File: config.mk
export PLATFORM = sky130hd
export DESIGN_NAME = sil_loop_ctrl
export DESIGN_NICKNAME = d
export VERILOG_FILES = /design/src/logic/sil_pkg.sv /design/src/logic/sil_elig_dec.sv /design/src/logic/sil_loop_ctrl.sv
export SDC_FILE = /design/constraint.sdc
export NUM_CORES = 1
export LEC_CHECK = 0
export ABC_AREA = 1
export BUFFER_PORTS_ARGS = -buffer_cell sky130_fd_sc_hd__buf_2
export CAP_MARGIN = 25
export CORE_ASPECT_RATIO = 0.75
export CORE_MARGIN = 1.5
export CORE_UTILIZATION = 59
export CTS_CLUSTER_SIZE = 24
export DETAILED_ROUTE_END_ITERATION = 8
export GPL_ROUTABILITY_DRIVEN = 0
export PLACE_DENSITY = 0.89
export SLEW_MARGIN = 20
export SYNTH_ARGS = -nofsm -noshare
export SYNTH_HDL_FRONTEND = slang
export SYNTH_SLANG_ARGS = --single-unit
File: constraint.sdc
create_clock -name ref_clk -period 8.15 [get_ports ref_clk]
set_input_delay 0.4075 -clock ref_clk [delete_from_list [all_inputs] [get_ports ref_clk]]
set_output_delay 0.4075 -clock ref_clk [all_outputs]
set_load 0.02 [all_outputs]
File: src/logic/sil_pkg.sv
// Purpose: Shared constants, types and helpers of the single-instruction
//          loop controller
// Assumes: 16-bit instruction words, 32-bit program counter
// Notes:   Condition codes are packed as {X,N,Z,V,C}
package sil_pkg;

   localparam logic [15:0] SIL_DISP_LOOP   = 16'hFFFC;
   localparam logic [15:0] SIL_CNT_EXPIRED = 16'hFFFF;
   localparam logic [15:0] SIL_CNT_ONE     = 16'h0001;
   localparam logic [31:0] SIL_PC_STEP     = 32'h0000_0002;
   localparam logic [15:0] SIL_WORD_RST    = 16'h0000;
   localparam logic [31:0] SIL_PC_RST      = 32'h0000_0000;
   localparam logic [2:0]  SIL_MODE_IND    = 3'h2;
   localparam logic [2:0]  SIL_MODE_POST   = 3'h3;
   localparam logic [2:0]  SIL_MODE_PRE    = 3'h4;
   localparam logic [2:0]  SIL_MODE_AREG   = 3'h1;
   localparam int          SIL_CC_C        = 0;
   localparam int          SIL_CC_V        = 1;
   localparam int          SIL_CC_Z        = 2;
   localparam int          SIL_CC_N        = 3;

   typedef enum logic [1:0] {
      SIL_IDLE,
      SIL_ARM,
      SIL_LOOP,
      SIL_BERR
   } sil_state_t;

   // One completed instruction as reported by the execution unit
   typedef struct packed {
      logic        done;
      logic        branch;
      logic [15:0] word;
      logic [15:0] cnt;
      logic [4:0]  ccr;
      logic [15:0] disp;
      logic [31:0] pc;
   } sil_exec_t;

   typedef struct packed {
      logic        cnt_wr;
      logic [15:0] cnt;
      logic        pc_load;
      logic [31:0] pc;
      logic        seq_next;
      logic        irq_take;
      logic        trace_take;
   } sil_res_t;

   function automatic logic mem_ind(input logic [2:0] mode);
      return (mode == SIL_MODE_IND) || (mode == SIL_MODE_POST) ||
             (mode == SIL_MODE_PRE);
   endfunction

   function automatic logic cond_true(input logic [3:0] cc,
                                      input logic [4:0] ccr);
      logic c;
      logic v;
      logic z;
      logic n;
      logic r;
      c = ccr[SIL_CC_C];
      v = ccr[SIL_CC_V];
      z = ccr[SIL_CC_Z];
      n = ccr[SIL_CC_N];
      case (cc[3:1])
         3'h0:    r = 1'b1;
         3'h1:    r = ~c & ~z;
         3'h2:    r = ~c;
         3'h3:    r = ~z;
         3'h4:    r = ~v;
         3'h5:    r = ~n;
         3'h6:    r = ~(n ^ v);
         default: r = ~z & ~(n ^ v);
      endcase
      // Odd codes are the complement of the even ones
      return cc[0] ? ~r : r;
   endfunction

   function automatic logic [31:0] branch_target(input logic [31:0] pc,
                                                 input logic [15:0] disp);
      return pc + SIL_PC_STEP + {{16{disp[15]}}, disp};
   endfunction

endpackage

File: src/logic/sil_elig_dec.sv
// Purpose: Decides whether an opcode word may be repeated in loop mode
// Assumes: Word is a complete one-word instruction
// Notes:   Purely combinational
module sil_elig_dec (
   input  wire logic [15:0] word,
   output logic             elig
);

   logic [3:0] op;
   logic [2:0] mode;
   logic [2:0] opm;
   logic [1:0] sz;

   assign op   = word[15:12];
   assign mode = word[5:3];
   assign opm  = word[8:6];
   assign sz   = word[7:6];

   always_comb begin
      elig = 1'b0;
      if (op == 4'h1 || op == 4'h2 || op == 4'h3) begin
         // Moves: memory or register source, memory destination
         elig = sil_pkg::mem_ind(word[8:6]) &&
                (sil_pkg::mem_ind(mode) || mode == 3'h0 ||
                 mode == sil_pkg::SIL_MODE_AREG);
      end else if (op == 4'h8 || op == 4'h9 || op == 4'hB ||
                   op == 4'hC || op == 4'hD) begin
         if (sil_pkg::mem_ind(mode)) begin
            // Memory to Dx, memory to Ax, Dx to memory
            elig = 1'b1;
            if ((op == 4'h8 || op == 4'hC) && opm[1:0] == 2'h3) begin
               elig = 1'b0;
            end
         end else if (mode == sil_pkg::SIL_MODE_AREG && word[8] &&
                      sz != 2'h3) begin
            // Memory-to-memory extend, decimal and compare forms
            elig = (op == 4'h9 || op == 4'hB || op == 4'hD) ||
                   sz == 2'h0;
         end
      end else if (op == 4'h4 && sil_pkg::mem_ind(mode)) begin
         if (word[11:8] == 4'h0 || word[11:8] == 4'h2 ||
             word[11:8] == 4'h4 || word[11:8] == 4'h6 ||
             word[11:8] == 4'hA) begin
            elig = sz != 2'h3;
         end else if (word[11:6] == 6'h20) begin
            elig = 1'b1;
         end
      end else if (op == 4'hE && word[11] == 1'b0 && sz == 2'h3) begin
         // Memory shifts and rotates move exactly one bit position
         elig = sil_pkg::mem_ind(mode);
      end
      // Only these one-word memory encodings qualify
      elig = elig && (sil_pkg::mem_ind(mode) ||
                      sil_pkg::mem_ind(word[8:6]) ||
                      mode == sil_pkg::SIL_MODE_AREG);
   end

endmodule // sil_elig_dec

File: src/logic/sil_loop_ctrl.sv
// Purpose: Single-instruction loop mode control of the instruction front end
// Assumes: One clock; execution unit reports each completed instruction
// Notes:   All outputs registered; no software-visible registers

// Overview of operation
// - In loop mode replay held pair, no instruction fetches reach the bus.
// - Branch decrements count low word; minus one stores, falls through.
// - Otherwise a true condition discards the count and falls through.
// - Count not expired, condition false: add displacement to PC, branch.
// - Decode register holds looped word; queue holds both branch words.
// - Auto entry on taken branch, displacement minus four, eligible word.
// - Loop word fetched twice; second fetch of it enters loop mode.
// - Interrupt, trace, reset or bus error also leave loop mode.
// - Interrupts accepted only after the branch in loop mode; that exits.
// - Trace enabled traps after each instruction and prevents loop entry, except on resume.
// - Reset aborts everything and clears loop state.
// - Bus error exits; resume from exception reenters without refetch.
// - Only one-word indirect, postincrement, predecrement forms qualify.
// - Byte, word, long moves with listed source, destination modes.
// - Listed arithmetic, logic and compare forms qualify in all sizes; decimal forms in byte size only.
// - Single-operand clear, negate, invert, test, decimal negate qualify.
// - Word memory shifts and rotates by exactly one qualify.
module sil_loop_ctrl (
   input  wire logic               ref_clk,
   input  wire logic               rst,
   input  wire sil_pkg::sil_exec_t ex,
   input  wire logic               irq_pend,
   input  wire logic               trace_en,
   input  wire logic               bus_err,
   input  wire logic               rte_resume,
   input  wire logic               fetch_want,
   input  wire logic               fetch_ack,
   input  wire logic [15:0]        fetch_word,
   output logic                    fetch_req_q,
   output logic                    loop_active_q,
   output sil_pkg::sil_res_t       res_q,
   output logic [15:0]             dreg_q,
   output logic [15:0]             q0_q,
   output logic [15:0]             q1_q
);

   sil_pkg::sil_state_t state_q;
   sil_pkg::sil_state_t state_d;
   sil_pkg::sil_res_t   res_d;
   logic [15:0]         last_q;
   logic [15:0]         last_d;
   logic [15:0]         lw_q;
   logic [15:0]         lw_d;
   logic [15:0]         bw_q;
   logic [15:0]         bw_d;
   logic [15:0]         dw_q;
   logic [15:0]         dw_d;
   logic                fetch_req_d;
   logic                loop_active_d;
   logic [15:0]         dreg_d;
   logic [15:0]         q0_d;
   logic [15:0]         q1_d;
   logic                last_elig;
   logic                fetch_elig;
   logic                br;
   logic [15:0]         dec;
   logic                expired;
   logic                cond;
   logic                loop_ok;

   sil_elig_dec u_elig_last (
      .word (last_q),
      .elig (last_elig)
   );

   sil_elig_dec u_elig_fetch (
      .word (fetch_word),
      .elig (fetch_elig)
   );

   assign br      = ex.done && ex.branch;
   assign dec     = ex.cnt - sil_pkg::SIL_CNT_ONE;
   assign expired = dec == sil_pkg::SIL_CNT_EXPIRED;
   assign cond    = sil_pkg::cond_true(ex.word[11:8], ex.ccr);
   // Taken branch back onto the single preceding eligible word
   assign loop_ok = br && !expired && !cond &&
                    ex.disp == sil_pkg::SIL_DISP_LOOP &&
                    last_elig && !trace_en;

   always_comb begin
      state_d = state_q;
      res_d   = '0;
      last_d  = last_q;
      lw_d    = lw_q;
      bw_d    = bw_q;
      dw_d    = dw_q;
      res_d.cnt = ex.cnt;
      res_d.pc  = ex.pc;
      if (ex.done && !ex.branch) begin
         last_d = ex.word;
      end
      if (br) begin
         res_d.cnt = dec;
         if (expired) begin
            res_d.cnt_wr   = 1'b1;
            res_d.seq_next = 1'b1;
         end else if (cond) begin
            res_d.seq_next = 1'b1;
         end else begin
            res_d.cnt_wr  = 1'b1;
            res_d.pc_load = 1'b1;
            res_d.pc      = sil_pkg::branch_target(ex.pc, ex.disp);
         end
      end
      // Inside the loop interrupts wait for the branch
      res_d.irq_take = ex.done && irq_pend &&
                       (state_q != sil_pkg::SIL_LOOP || ex.branch);
      res_d.trace_take = ex.done && trace_en;
      case (state_q)
         sil_pkg::SIL_IDLE,
         sil_pkg::SIL_BERR: begin
            if (loop_ok && !irq_pend) begin
               state_d = sil_pkg::SIL_ARM;
               lw_d    = last_q;
               bw_d    = ex.word;
               dw_d    = ex.disp;
            end else if (state_q == sil_pkg::SIL_BERR && rte_resume) begin
               // Held words survived the handler; no refetch needed
               state_d = sil_pkg::SIL_LOOP;
            end else if (br) begin
               state_d = sil_pkg::SIL_IDLE;
            end
         end
         sil_pkg::SIL_ARM: begin
            if (fetch_ack && fetch_word == lw_q && fetch_elig &&
                !trace_en) begin
               state_d = sil_pkg::SIL_LOOP;
            end else if ((br && !loop_ok) || trace_en ||
                         (ex.done && !ex.branch && ex.word != lw_q)) begin
               state_d = sil_pkg::SIL_IDLE;
            end
         end
         default: begin
            if (bus_err) begin
               state_d = sil_pkg::SIL_BERR;
            end else if ((br && (expired || cond)) ||
                         res_d.irq_take || res_d.trace_take) begin
               state_d = sil_pkg::SIL_IDLE;
            end
         end
      endcase
      if (bus_err && state_d != sil_pkg::SIL_BERR) begin
         state_d = sil_pkg::SIL_IDLE;
      end
   end

   always_ff @(posedge ref_clk or posedge rst) begin
      if (rst) begin
         state_q <= sil_pkg::SIL_IDLE;
         res_q   <= '0;
         last_q  <= sil_pkg::SIL_WORD_RST;
         lw_q    <= sil_pkg::SIL_WORD_RST;
         bw_q    <= sil_pkg::SIL_WORD_RST;
         dw_q    <= sil_pkg::SIL_WORD_RST;
      end else begin
         state_q <= state_d;
         res_q   <= res_d;
         last_q  <= last_d;
         lw_q    <= lw_d;
         bw_q    <= bw_d;
         dw_q    <= dw_d;
      end
   end

   // Decode register and two-word prefetch queue
   always_comb begin
      loop_active_d = state_d == sil_pkg::SIL_LOOP;
      fetch_req_d   = fetch_want && !loop_active_d;
      dreg_d = dreg_q;
      q0_d   = q0_q;
      q1_d   = q1_q;
      if (loop_active_d) begin
         dreg_d = lw_d;
         q0_d   = bw_d;
         q1_d   = dw_d;
      end else if (fetch_ack) begin
         dreg_d = q0_q;
         q0_d   = q1_q;
         q1_d   = fetch_word;
      end
   end

   always_ff @(posedge ref_clk or posedge rst) begin
      if (rst) begin
         loop_active_q <= 1'b0;
         fetch_req_q   <= 1'b0;
         dreg_q        <= sil_pkg::SIL_WORD_RST;
         q0_q          <= sil_pkg::SIL_WORD_RST;
         q1_q          <= sil_pkg::SIL_WORD_RST;
      end else begin
         loop_active_q <= loop_active_d;
         fetch_req_q   <= fetch_req_d;
         dreg_q        <= dreg_d;
         q0_q          <= q0_d;
         q1_q          <= q1_d;
      end
   end
endmodule // sil_loop_ctrl

==> run metrics, run 1 <==
status finished, final reports clean; final worst path period share a little over half; initial DRC count 1119; Tot Pwr 2.24 mW; P per Cell Area between 150 and 200 nW/um^2; Synth area leaders dfrtp_1, nand2_1, ha_1; final WL 29600 microns; CTS-repair resized insts 0; WP data arrival 4.60 ns; PortBufs 212; hold_ws 0.0270 ns; Slew Limit Headroom a little over two fifths; H-tree Lvls 4; Hold WC Path Type in -> async; Die Span X 156 microns; Final Critical Period 4.24 ns; Die Ht around 120 microns; Max VDD drop 0.102 mV; Critical Path Start Type register; num ports 214; CTS root buf clkbuf_16; final setup violation count 0; Synth area leader dfrtp_1; setup_tns 0 ns; Ys Warns 0; Mapped Area 10300 sq um; fill cell count 1302; multi-input logic area 5330 sq um; clk sink count 169; flop2flop setup slack 3.91 ns; CTS tree built; Top FF cell, synth dfrtp_1; Post-route DRC 0; final hold violations 0; GRT overflow 0; Clock Skew between 0.009 and 0.01 ns; Initial Util 60.7%; critical path launch point last_q[15]; leakage power ~6.3 nW; count of cell types in the netlist 46; worst-case clock buffer depth 2; Avg Cell Area, Syn 7.84 sq um; Synth Instances approximately 1300; Post-CTS Setup Inserts 0; via count 10200; Worst Path Max Fanout 81; Max Slew Vio Count 0; die area 18300 sq um; Max-cap violations 0; DP Wirelength approximately 22000 microns; crit end category register; area fraction of the dominant cell type after synthesis about two fifths; Total GRT Usage 32.9%; Core Box Area ~17000 sq um; worst-margin pin slew between 0.8 and 0.9 ns; num rows 41; Post-synth EDFFs 0; end point of the critical path q0_q[6]; initial antenna violation count 4; CTS clock-pin slew for the worst setup and hold paths 0.07 ns; RSZ-0062 raised after global routing false; post-synthesis compound-gate area fraction 10.6%; layout cell share with drive strength beyond 1 19.1%; Synth-to-Final Area Change 17.5%; most common cell after layout, fill and taps aside nand2_1; vias in the first global route 9473; Post-Synth XOR/XNOR Area under 10%; largest family of logic cells by synthesized area simple AND/OR/NAND/NOR gates; commonest cells after routing, fill and taps aside nand2_1, buf_2, dfrtp_1, nand3_1, inv_1; largest net degree at the start of global routing about 80; first-pass iteration count of the detailed router 8; sequential area share after synthesis 41.0%; Max Fclk 236 MHz; Final ANT Viol Nets 0; Worst R2R End q0_q[6]; CTS Buf Count 17; Layout Nets 1684; Reg area 4230 sq um; post-synthesis mux area share 0.838%; simple-gate portion of the synthesized area 28.4%; CTS Hold Bufs 0; Yosys reg bits 169; clk_lat worst skew 0.43 ns; worst r2r src last_q[15]; post-DR vias/cell between 5 and 6; WS Path Type reg -> reg; Synth Area in Adders 8.21%; Routed WL per cell 16.8 microns; Required @ worst endpoint between 8 and 9 ns; FFs w/ async S/R, synth 100%; Reg2Reg Depth 17; first-pass GRT wire length about 47000 microns; syn nets 1493
state kept, by name, summed over array words and instances, names as in the netlist:
register,count
bw_q,16
dreg_q,16
dw_q,16
fetch_req_q,1
last_q,16
loop_active_q,1
lw_q,16
q0_q,16
q1_q,16
res_q,53
state_q,2
final cells by class:
cell class / count / area share (%)
multi-input cells: 959 / 44.0
inverters: 137 / 4.29
clock buffers: 19 / 3.57
repair buffers: 222 / 9.61
flip-flops and latches: 169 / 34.9
diodes: 4 / 0.0826
well taps: 236 / 2.44
clock inverters: 13 / 1.12
report_power, final:
group	leakage, nW	internal [mW]	switching (mW)
Sequential	2.13	0.898	0.0373
Combinational	3.94	0.183	0.339
Clock	0.265	0.430	0.358
Total	6.33	1.51	0.734
metal layers:
layer	wire [microns]	up-vias	GRT usage, %
met1	12400	4774	45.4
met2	12800	559	48.6
met5	0	-	0
met3	3490	87	11.1
li1	-	4816	-
met4	915	0	11.2
stage by stage:
stage / setup WS [ns] / std cells / util, % / instance area [sq um]
floorplan: 3.17 / 1315 / - / 10300
global placement: 3.67 / 1721 / 67.7 / 11500
detailed placement: 3.59 / 1722 / 67.8 / 11500
CTS: 4.04 / 1754 / 71.1 / 12100
global route: 3.57 / 1759 / 71.3 / 12100
finish: 3.91 / 1759 / 71.3 / 12100
cell families after synthesis:
kind of cell	after synthesis
flip-flops	169
AND/OR/NAND/NOR	644
XOR/XNOR	43
buffers and inverters	187
multiplexers	8
adder cells (fa/ha/maj)	67
AO/OA/AOI/OAI	197
critical path, cell delays in order, from the launching register on:
cell and delay, ns:
dfrtp_1 0.43, inv_1 0.17, nand3_1 0.11, o21ai_0 0.17, nand3_1 0.09, nand2_1 0.07
nand2_1 0.06, nand2_1 0.08, nand4_1 0.20, nor2_2 0.20, nand3_2 0.07, buf_4 0.29
nand3_1 0.17, nand2_2 0.47, nand4_4 0.46, buf_4 0.66, nand3_1 0.31, nand3_1 0.15
synth_stat cells, types with 4 or more instances:
master,instances
and3_1,4
o21bai_1,4
buf_6,4
nor2_1,72
nand4_1,54
dfrtp_1,169
nor2_2,4
ha_1,66
nand2_1,298
o21ai_0,111
xor2_1,17
buf_2,12
mux2_2,5
clkbuf_1,29
inv_1,132
a21oi_1,45
xnor2_1,26
a31oi_1,7
o22ai_1,5
buf_1,4
nand3_1,162
o21a_1,10
nand3b_1,8
or2_2,18
nor3_1,13
worst min path at each step:
stage,start,cells after the start,endpoint
after floorplan,dw_q[5],1,dw_q[5]
after global placement,dw_q[8],1,dw_q[8]
after detailed placement,dw_q[8],1,dw_q[8]
after CTS,rst,2,q0_q[1]
after global routing,rst,2,res_q[35]
final,rst,2,dreg_q[1]
Power figures use the tool's default switching activity.
==> run 2: changes to the inputs <==
--- a/config.mk
+++ b/config.mk
@@ -10,11 +10,11 @@
 export CAP_MARGIN = 25
 export CORE_ASPECT_RATIO = 0.75
 export CORE_MARGIN = 1.5
-export CORE_UTILIZATION = 59
+export CORE_UTILIZATION = 56
 export CTS_CLUSTER_SIZE = 24
 export DETAILED_ROUTE_END_ITERATION = 8
 export GPL_ROUTABILITY_DRIVEN = 0
-export PLACE_DENSITY = 0.89
+export PLACE_DENSITY = 0.85
 export SLEW_MARGIN = 20
 export SYNTH_ARGS = -nofsm -noshare
 export SYNTH_HDL_FRONTEND = slang
==> constraint.sdc (replaced) <==
create_clock -name ref_clk -period 4.41 [get_ports ref_clk]
set_input_delay 0.2205 -clock ref_clk [delete_from_list [all_inputs] [get_ports ref_clk]]
set_output_delay 0.2205 -clock ref_clk [all_outputs]
set_load 0.02 [all_outputs]
==> run metrics, run 2 (synthesis results as in run 1) <==
worst-margin pin slew 1.06 ns (+0.202 ns); Largest register FFs 53 (unchanged); commonest cells after routing, fill and taps aside nand2_1, buf_2, dfrtp_1, nand3_1, inv_1; clk sink count 169 (unchanged); failing checks negative hold slack; leakage power 6.39 nW (+0.83%); clk_lat worst skew 0.45 ns (+0.02 ns); die area 19200 sq um (+5.2%); RSZ-0062 raised after global routing false; final WL 29400 microns (-0.76%); num rows 42 (+2.4%); most common cell after layout, fill and taps aside nand2_1; CTS tree built; DP Wirelength 21500 microns (-1.4%); first-pass GRT wire length 47000 microns (-0.96%); crit end category register; Routed WL per cell 16.6 microns (-1.2%); Clock Skew 0.0231 ns (+0.0138 ns); final setup violation count 0 (unchanged); largest reg by FF count res_q; CP cell instances buf_2 > inv_1 > ha_1 > inv_1 > ha_1 > inv_1 > fa_1 > o21ai_0 > nand2_1 > nand2_1 > nand2_1 > nand2_1 > nand2_1 > nand2_1 > inv_1 > o21ai_0 > nand2_1 > nand2_1 > a21oi_1 > or2_2 > nand2_1 > nand2_1 > nand3_1 > nand2_1; CTS root buf clkbuf_16; Worst Path Max Fanout 3 (-96%); initial antenna violation count 1 (-3); Layout Nets 1689 (+0.30%); Initial Util 57.8% (-2.8 points); post-DR vias/cell 5.78 (-0.74%); setup_tns 0 ns (unchanged); Die Ht 120 microns (+2.6%); critical path's slowest cell fa_1; Max VDD drop 0.216 mV (+110%); PortBufs 212 (unchanged); GRT overflow 0 (unchanged); final worst path period share 70.4%; CP dominant cell by count nand2_1; WS Path Type in -> reg; Reg area 4230 sq um (unchanged); vias in the first global route 9491 (+0.19%); status finished, violations left; fill cell count 1447 (+11%); H-tree Lvls 4 (unchanged); Critical Path Start Type input port; num ports 214 (unchanged); CTS clock-pin slew for the worst setup and hold paths 0.08 ns (about the same); end-of-flow core utilization 68.5% (-2.8 points); Max Slew Vio Count 0 (unchanged); final hold violations 22 (+22); Core Box Area 17800 sq um (+4.9%); Die Span X 160 microns (+2.6%); Max Fclk 322 MHz; Hold WC Path Type in -> async; Final ANT Viol Nets 0 (unchanged); Final Non-Filler Cells 1767 (+0.45%); layout cell share with drive strength beyond 1 19.3% (+0.20 points); multi-input logic area 5330 sq um (unchanged); Total GRT Usage 31.1% (-1.9 points); worst-case clock buffer depth 2 (unchanged); Synth-to-Final Area Change 18.5%; Max-cap violations 0 (unchanged); Required @ worst endpoint 4.73 ns (-3.78 ns); CTS Buf Count 17 (unchanged); Placement Cell Area 11500 sq um (+0.29%); largest net degree at the start of global routing 170 (+110%); WP data arrival 3.42 ns (-1.18 ns); via count 10200 (-0.29%); CTS-repair resized insts 0 (unchanged); dpl cells 1731 (+0.52%); crit-path max cell delay 0.39 ns (-0.27 ns); Final Critical Period 3.10 ns; Slew Limit Headroom 29.2% (-13 points); initial DRC count 998 (-11%); post-route cell area 12200 sq um (+0.79%); hold_ws -0.0986 ns (-0.126 ns); first-pass iteration count of the detailed router 6 (-2); P per Cell Area 348 nW/um^2 (+88%); Post-route DRC 0 (unchanged); Post-CTS Setup Inserts 0 (unchanged)
==> run 2: cell count changes in the layout (fill, tap and decap cells not counted), moves of 3 or more <==
cell | previous run | this run
buf_4 | 8 | 11
clkinv_8 | 0 | 8
clkinvlp_4 | 4 | 1
diode_2 | 4 | 1
dlygate4sd3_1 | 0 | 3
==> run 2: area by class of cell <==
| cell class | instances | area share, % |
|---|---|---|
| clock inverter | 15 | 1.71 |
| clock buffer | 17 | 3.48 |
| multi-input combinational | 959 | 43.6 |
| inverter | 137 | 4.24 |
| timing repair buffer | 227 | 9.78 |
| sequential | 169 | 34.6 |
| antenna | 1 | 0.0205 |
| tap | 242 | 2.48 |
==> run 2: critical path, delay by kind of cell <==
family	cells	cell delay (ns)
fa+ha+maj	3	0.85
buf+inv	5	0.28
simple gates	13	1.29
compound gates	3	0.76
==> run 2: report_power, final <==
part | switching, mW | leakage (nW) | internal, mW
Combinational | 0.618 | 3.95 | 0.341
Clock | 0.774 | 0.303 | 0.784
Sequential | 0.0678 | 2.13 | 1.66
==> run 2: final timing paths <==
path / startpoint / end / slack (ns) / cells after the start
setup / recovery: ex[1] / res_q[30] / 1.31 / 24
hold / removal: rst / res_q[52] / -0.1 / 3
setup reg to reg: lw_q[11] / q0_q[12] / 1.37 / 12
hold reg to reg: dw_q[4] / dw_q[4] / 0.45 / 1
max in group asynchronous: rst / dw_q[8] / 3.61 / 3
min in group ref_clk: ex[6] / res_q[9] / 0.01 / 3
==> run 2: through the flow <==
stage | setup WS [ns] | total power, mW
after floorplan | 1.49 | 2.37
after global placement | 1.01 | 2.67
after detailed placement | 0.896 | 2.69
after CTS | 1.37 | 4.25
after global routing | 0.980 | 4.44
final | 1.31 | 4.24
==> run 2: repair_timing <==
item,in CTS,in global routing
hold endpoints to repair,3,0
hold buffers,3,0
endpoints found under the setup margin,0,0
==> run 2: layer usage <==
metal / track usage [%] / vias up / share of wire, %
met4: 11.3 / 0 / 2.9
met5: 0 / - / 0
li1: - / 4820 / -
met3: 6.90 / 76 / 10
met2: 49.1 / 559 / 45
met1: 42.2 / 4751 / 42
==> run 3: changes to the inputs <==
--- a/config.mk
+++ b/config.mk
@@ -10,11 +10,11 @@
 export CAP_MARGIN = 25
 export CORE_ASPECT_RATIO = 0.75
 export CORE_MARGIN = 1.5
-export CORE_UTILIZATION = 56
+export CORE_UTILIZATION = 50
 export CTS_CLUSTER_SIZE = 24
 export DETAILED_ROUTE_END_ITERATION = 8
 export GPL_ROUTABILITY_DRIVEN = 0
-export PLACE_DENSITY = 0.85
+export PLACE_DENSITY = 0.81
 export SLEW_MARGIN = 20
 export SYNTH_ARGS = -nofsm -noshare
 export SYNTH_HDL_FRONTEND = slang
==> constraint.sdc (replaced) <==
create_clock -name ref_clk -period 2.6 [get_ports ref_clk]
set_input_delay 0.13 -clock ref_clk [delete_from_list [all_inputs] [get_ports ref_clk]]
set_output_delay 0.13 -clock ref_clk [all_outputs]
set_load 0.02 [all_outputs]
==> run metrics, run 3 (synthesis results as in run 1) <==
final WL 33200 microns (+13%); Max Fclk 394 MHz; WP data arrival 2.90 ns (-0.52 ns); H-tree Lvls 4 (unchanged); initial antenna violation count 1 (unchanged); P per Cell Area 546 nW/um^2 (+57%); Hold WC Path Type in -> reg; Slew Limit Headroom 66.4% (+37 points); Worst Path Max Fanout 5 (+2); first-pass GRT wire length 50600 microns (+7.5%); final setup violation count 0 (unchanged); Max-cap violations 0 (unchanged); Layout Nets 1806 (+6.9%); clk sink count 169 (unchanged); Clock power frac 35.2% (-1.5 points); Comb pwr share 25.5% (+2.9 points); most common cell after layout, fill and taps aside nand2_1; vias in the first global route 10300 (+8.6%); CTS root buf clkbuf_16; clk_lat worst skew 0.44 ns (about the same); worst-case clock buffer depth 2 (unchanged); PortBufs 212 (unchanged); Largest register FFs 53 (unchanged); Core Box Area 20200 sq um (+13%); commonest cells after routing, fill and taps aside nand2_1, buf_2, dfrtp_1, nand3_1, inv_1; Total GRT Usage 29.9% (-1.2 points); NetSw 2.59 mW (+78%); post-DR vias/cell 5.75 (-0.39%); Flop pwr share 39.3% (-1.4 points); WS Path Type in -> reg; Max VDD drop 0.443 mV (+100%); Initial Util 51.0% (-6.9 points); Max Slew Vio Count 0 (unchanged); Required @ worst endpoint 2.96 ns (-1.77 ns); Antenna Cells 0 (-1); worst-margin pin slew 0.504 ns (-0.558 ns); initial DRC count 1126 (+13%); Post-route DRC 0 (unchanged); Reg area 4230 sq um (about the same); CTS Buf Count 17 (unchanged); DP Wirelength 23300 microns (+8.3%); leakage power 7.03 nW (+10%); Tot Pwr 7.48 mW (+76%); Die Ht 127 microns (+5.7%); via count 10900 (+7.1%); end-of-flow core utilization 67.8% (-0.76 points); Final Critical Period about 2.5 ns; Final ANT Viol Nets 0 (unchanged); pre-CTS setup slack -0.190 ns (-1.09 ns); CTS tree built; Die Span X 169 microns (+5.7%); num rows 45 (+7.1%); Clock Skew 0.0187 ns (-0.00433 ns); layout cell share with drive strength beyond 1 25.2% (+5.9 points); Int Pwr 4.89 mW (+76%); Routed WL per cell 17.5 microns (+5.3%); die area 21500 sq um (+12%); GRT overflow 0 (unchanged); largest reg by FF count res_q; final hold violations 0 (-100%); multi-input logic area 5580 sq um (+4.7%); Sw Share 34.6% (+0.25 points); crit end category register; CTS clock-pin slew for the worst setup and hold paths 0.08 ns (about the same); final worst setup slack 0.0620 ns (-1.24 ns); final worst path period share 97.6%; Synth-to-Final Area Change 32.9%; first-pass iteration count of the detailed router 7 (+1); fill cell count 1584 (+9.5%); num ports 214 (unchanged); status finished, final reports clean; Critical Path Start Type input port; largest net degree at the start of global routing 50 (-71%)
-- run 3: final timing paths --
path | from | endpoint | slack (ns) | cells after the start
worst max register to register | last_q[3] | q0_q[5] | 0.11 | 16
max in group asynchronous | rst | lw_q[9] | 1.71 | 4
worst max-delay path | ex[18] | res_q[34] | 0.06 | 13
worst min-delay path | ex[77] | last_q[8] | 0.02 | 3
worst min register to register | dw_q[4] | dw_q[4] | 0.45 | 1
min in group asynchronous | rst | res_q[39] | 0.23 | 3
-- run 3: stage by stage --
stage	instance area [sq um]	hold WS, ns	cells	TNS [ns]
after floorplan	10300	0.221	1315	0
after global placement	12100	0.146	1805	-0.366
after detailed placement	12100	0.141	1805	-3.87
after CTS	13300	0.00431	1897	0
after global routing	13700	0.0283	1899	-0.318
final	13700	0.0226	1899	0
-- run 3: power by group through the flow --
| stage | Clock [mW] | Combinational, mW | Sequential [mW] |
|---|---|---|---|
| after floorplan | 0 | 0.868 | 3.16 |
| after global placement | 0 | 1.68 | 2.98 |
| after detailed placement | 0 | 1.73 | 2.98 |
| after CTS | 2.65 | 1.81 | 2.93 |
| after global routing | 2.78 | 2.08 | 2.95 |
| final | 2.63 | 1.91 | 2.94 |
-- run 3: final cells by class --
type	instances	area share (%)
sequential	169	30.9
clock buffer	17	3.11
tap	258	2.36
timing repair buffer	344	17.7
multi-input combinational	959	40.7
clock inverter	15	1.44
inverter	137	3.80
-- run 3: metal layers --
layer	share of wire (%)	GRT usage [%]	vias to the layer above
met5	0.039	0	-
met4	3.9	12.5	2
met3	9.4	6.47	125
met2	46	47.9	625
met1	41	39.5	5111
li1	-	-	5063
-- run 3: repair_timing --
item | in CTS | in global routing
resized for setup | 0 | 101
setup buffers | 0 | 3
hold buffers | 60 | 0
hold endpoints to repair | 73 | 0
setup endpoints to repair | 0 | 83
-- run 3: worst max-delay path: stages --
cell and delay [ns]:
dlygate4sd3_1 0.56, buf_2 0.14, ha_1 0.29, ha_1 0.38, a21oi_1 0.31, inv_1 0.10
nor2_1 0.20, o21ai_0 0.12, nand2_1 0.07, o2111ai_1 0.14, xor2_1 0.18, nor2_1 0.14
xor2_1 0.16
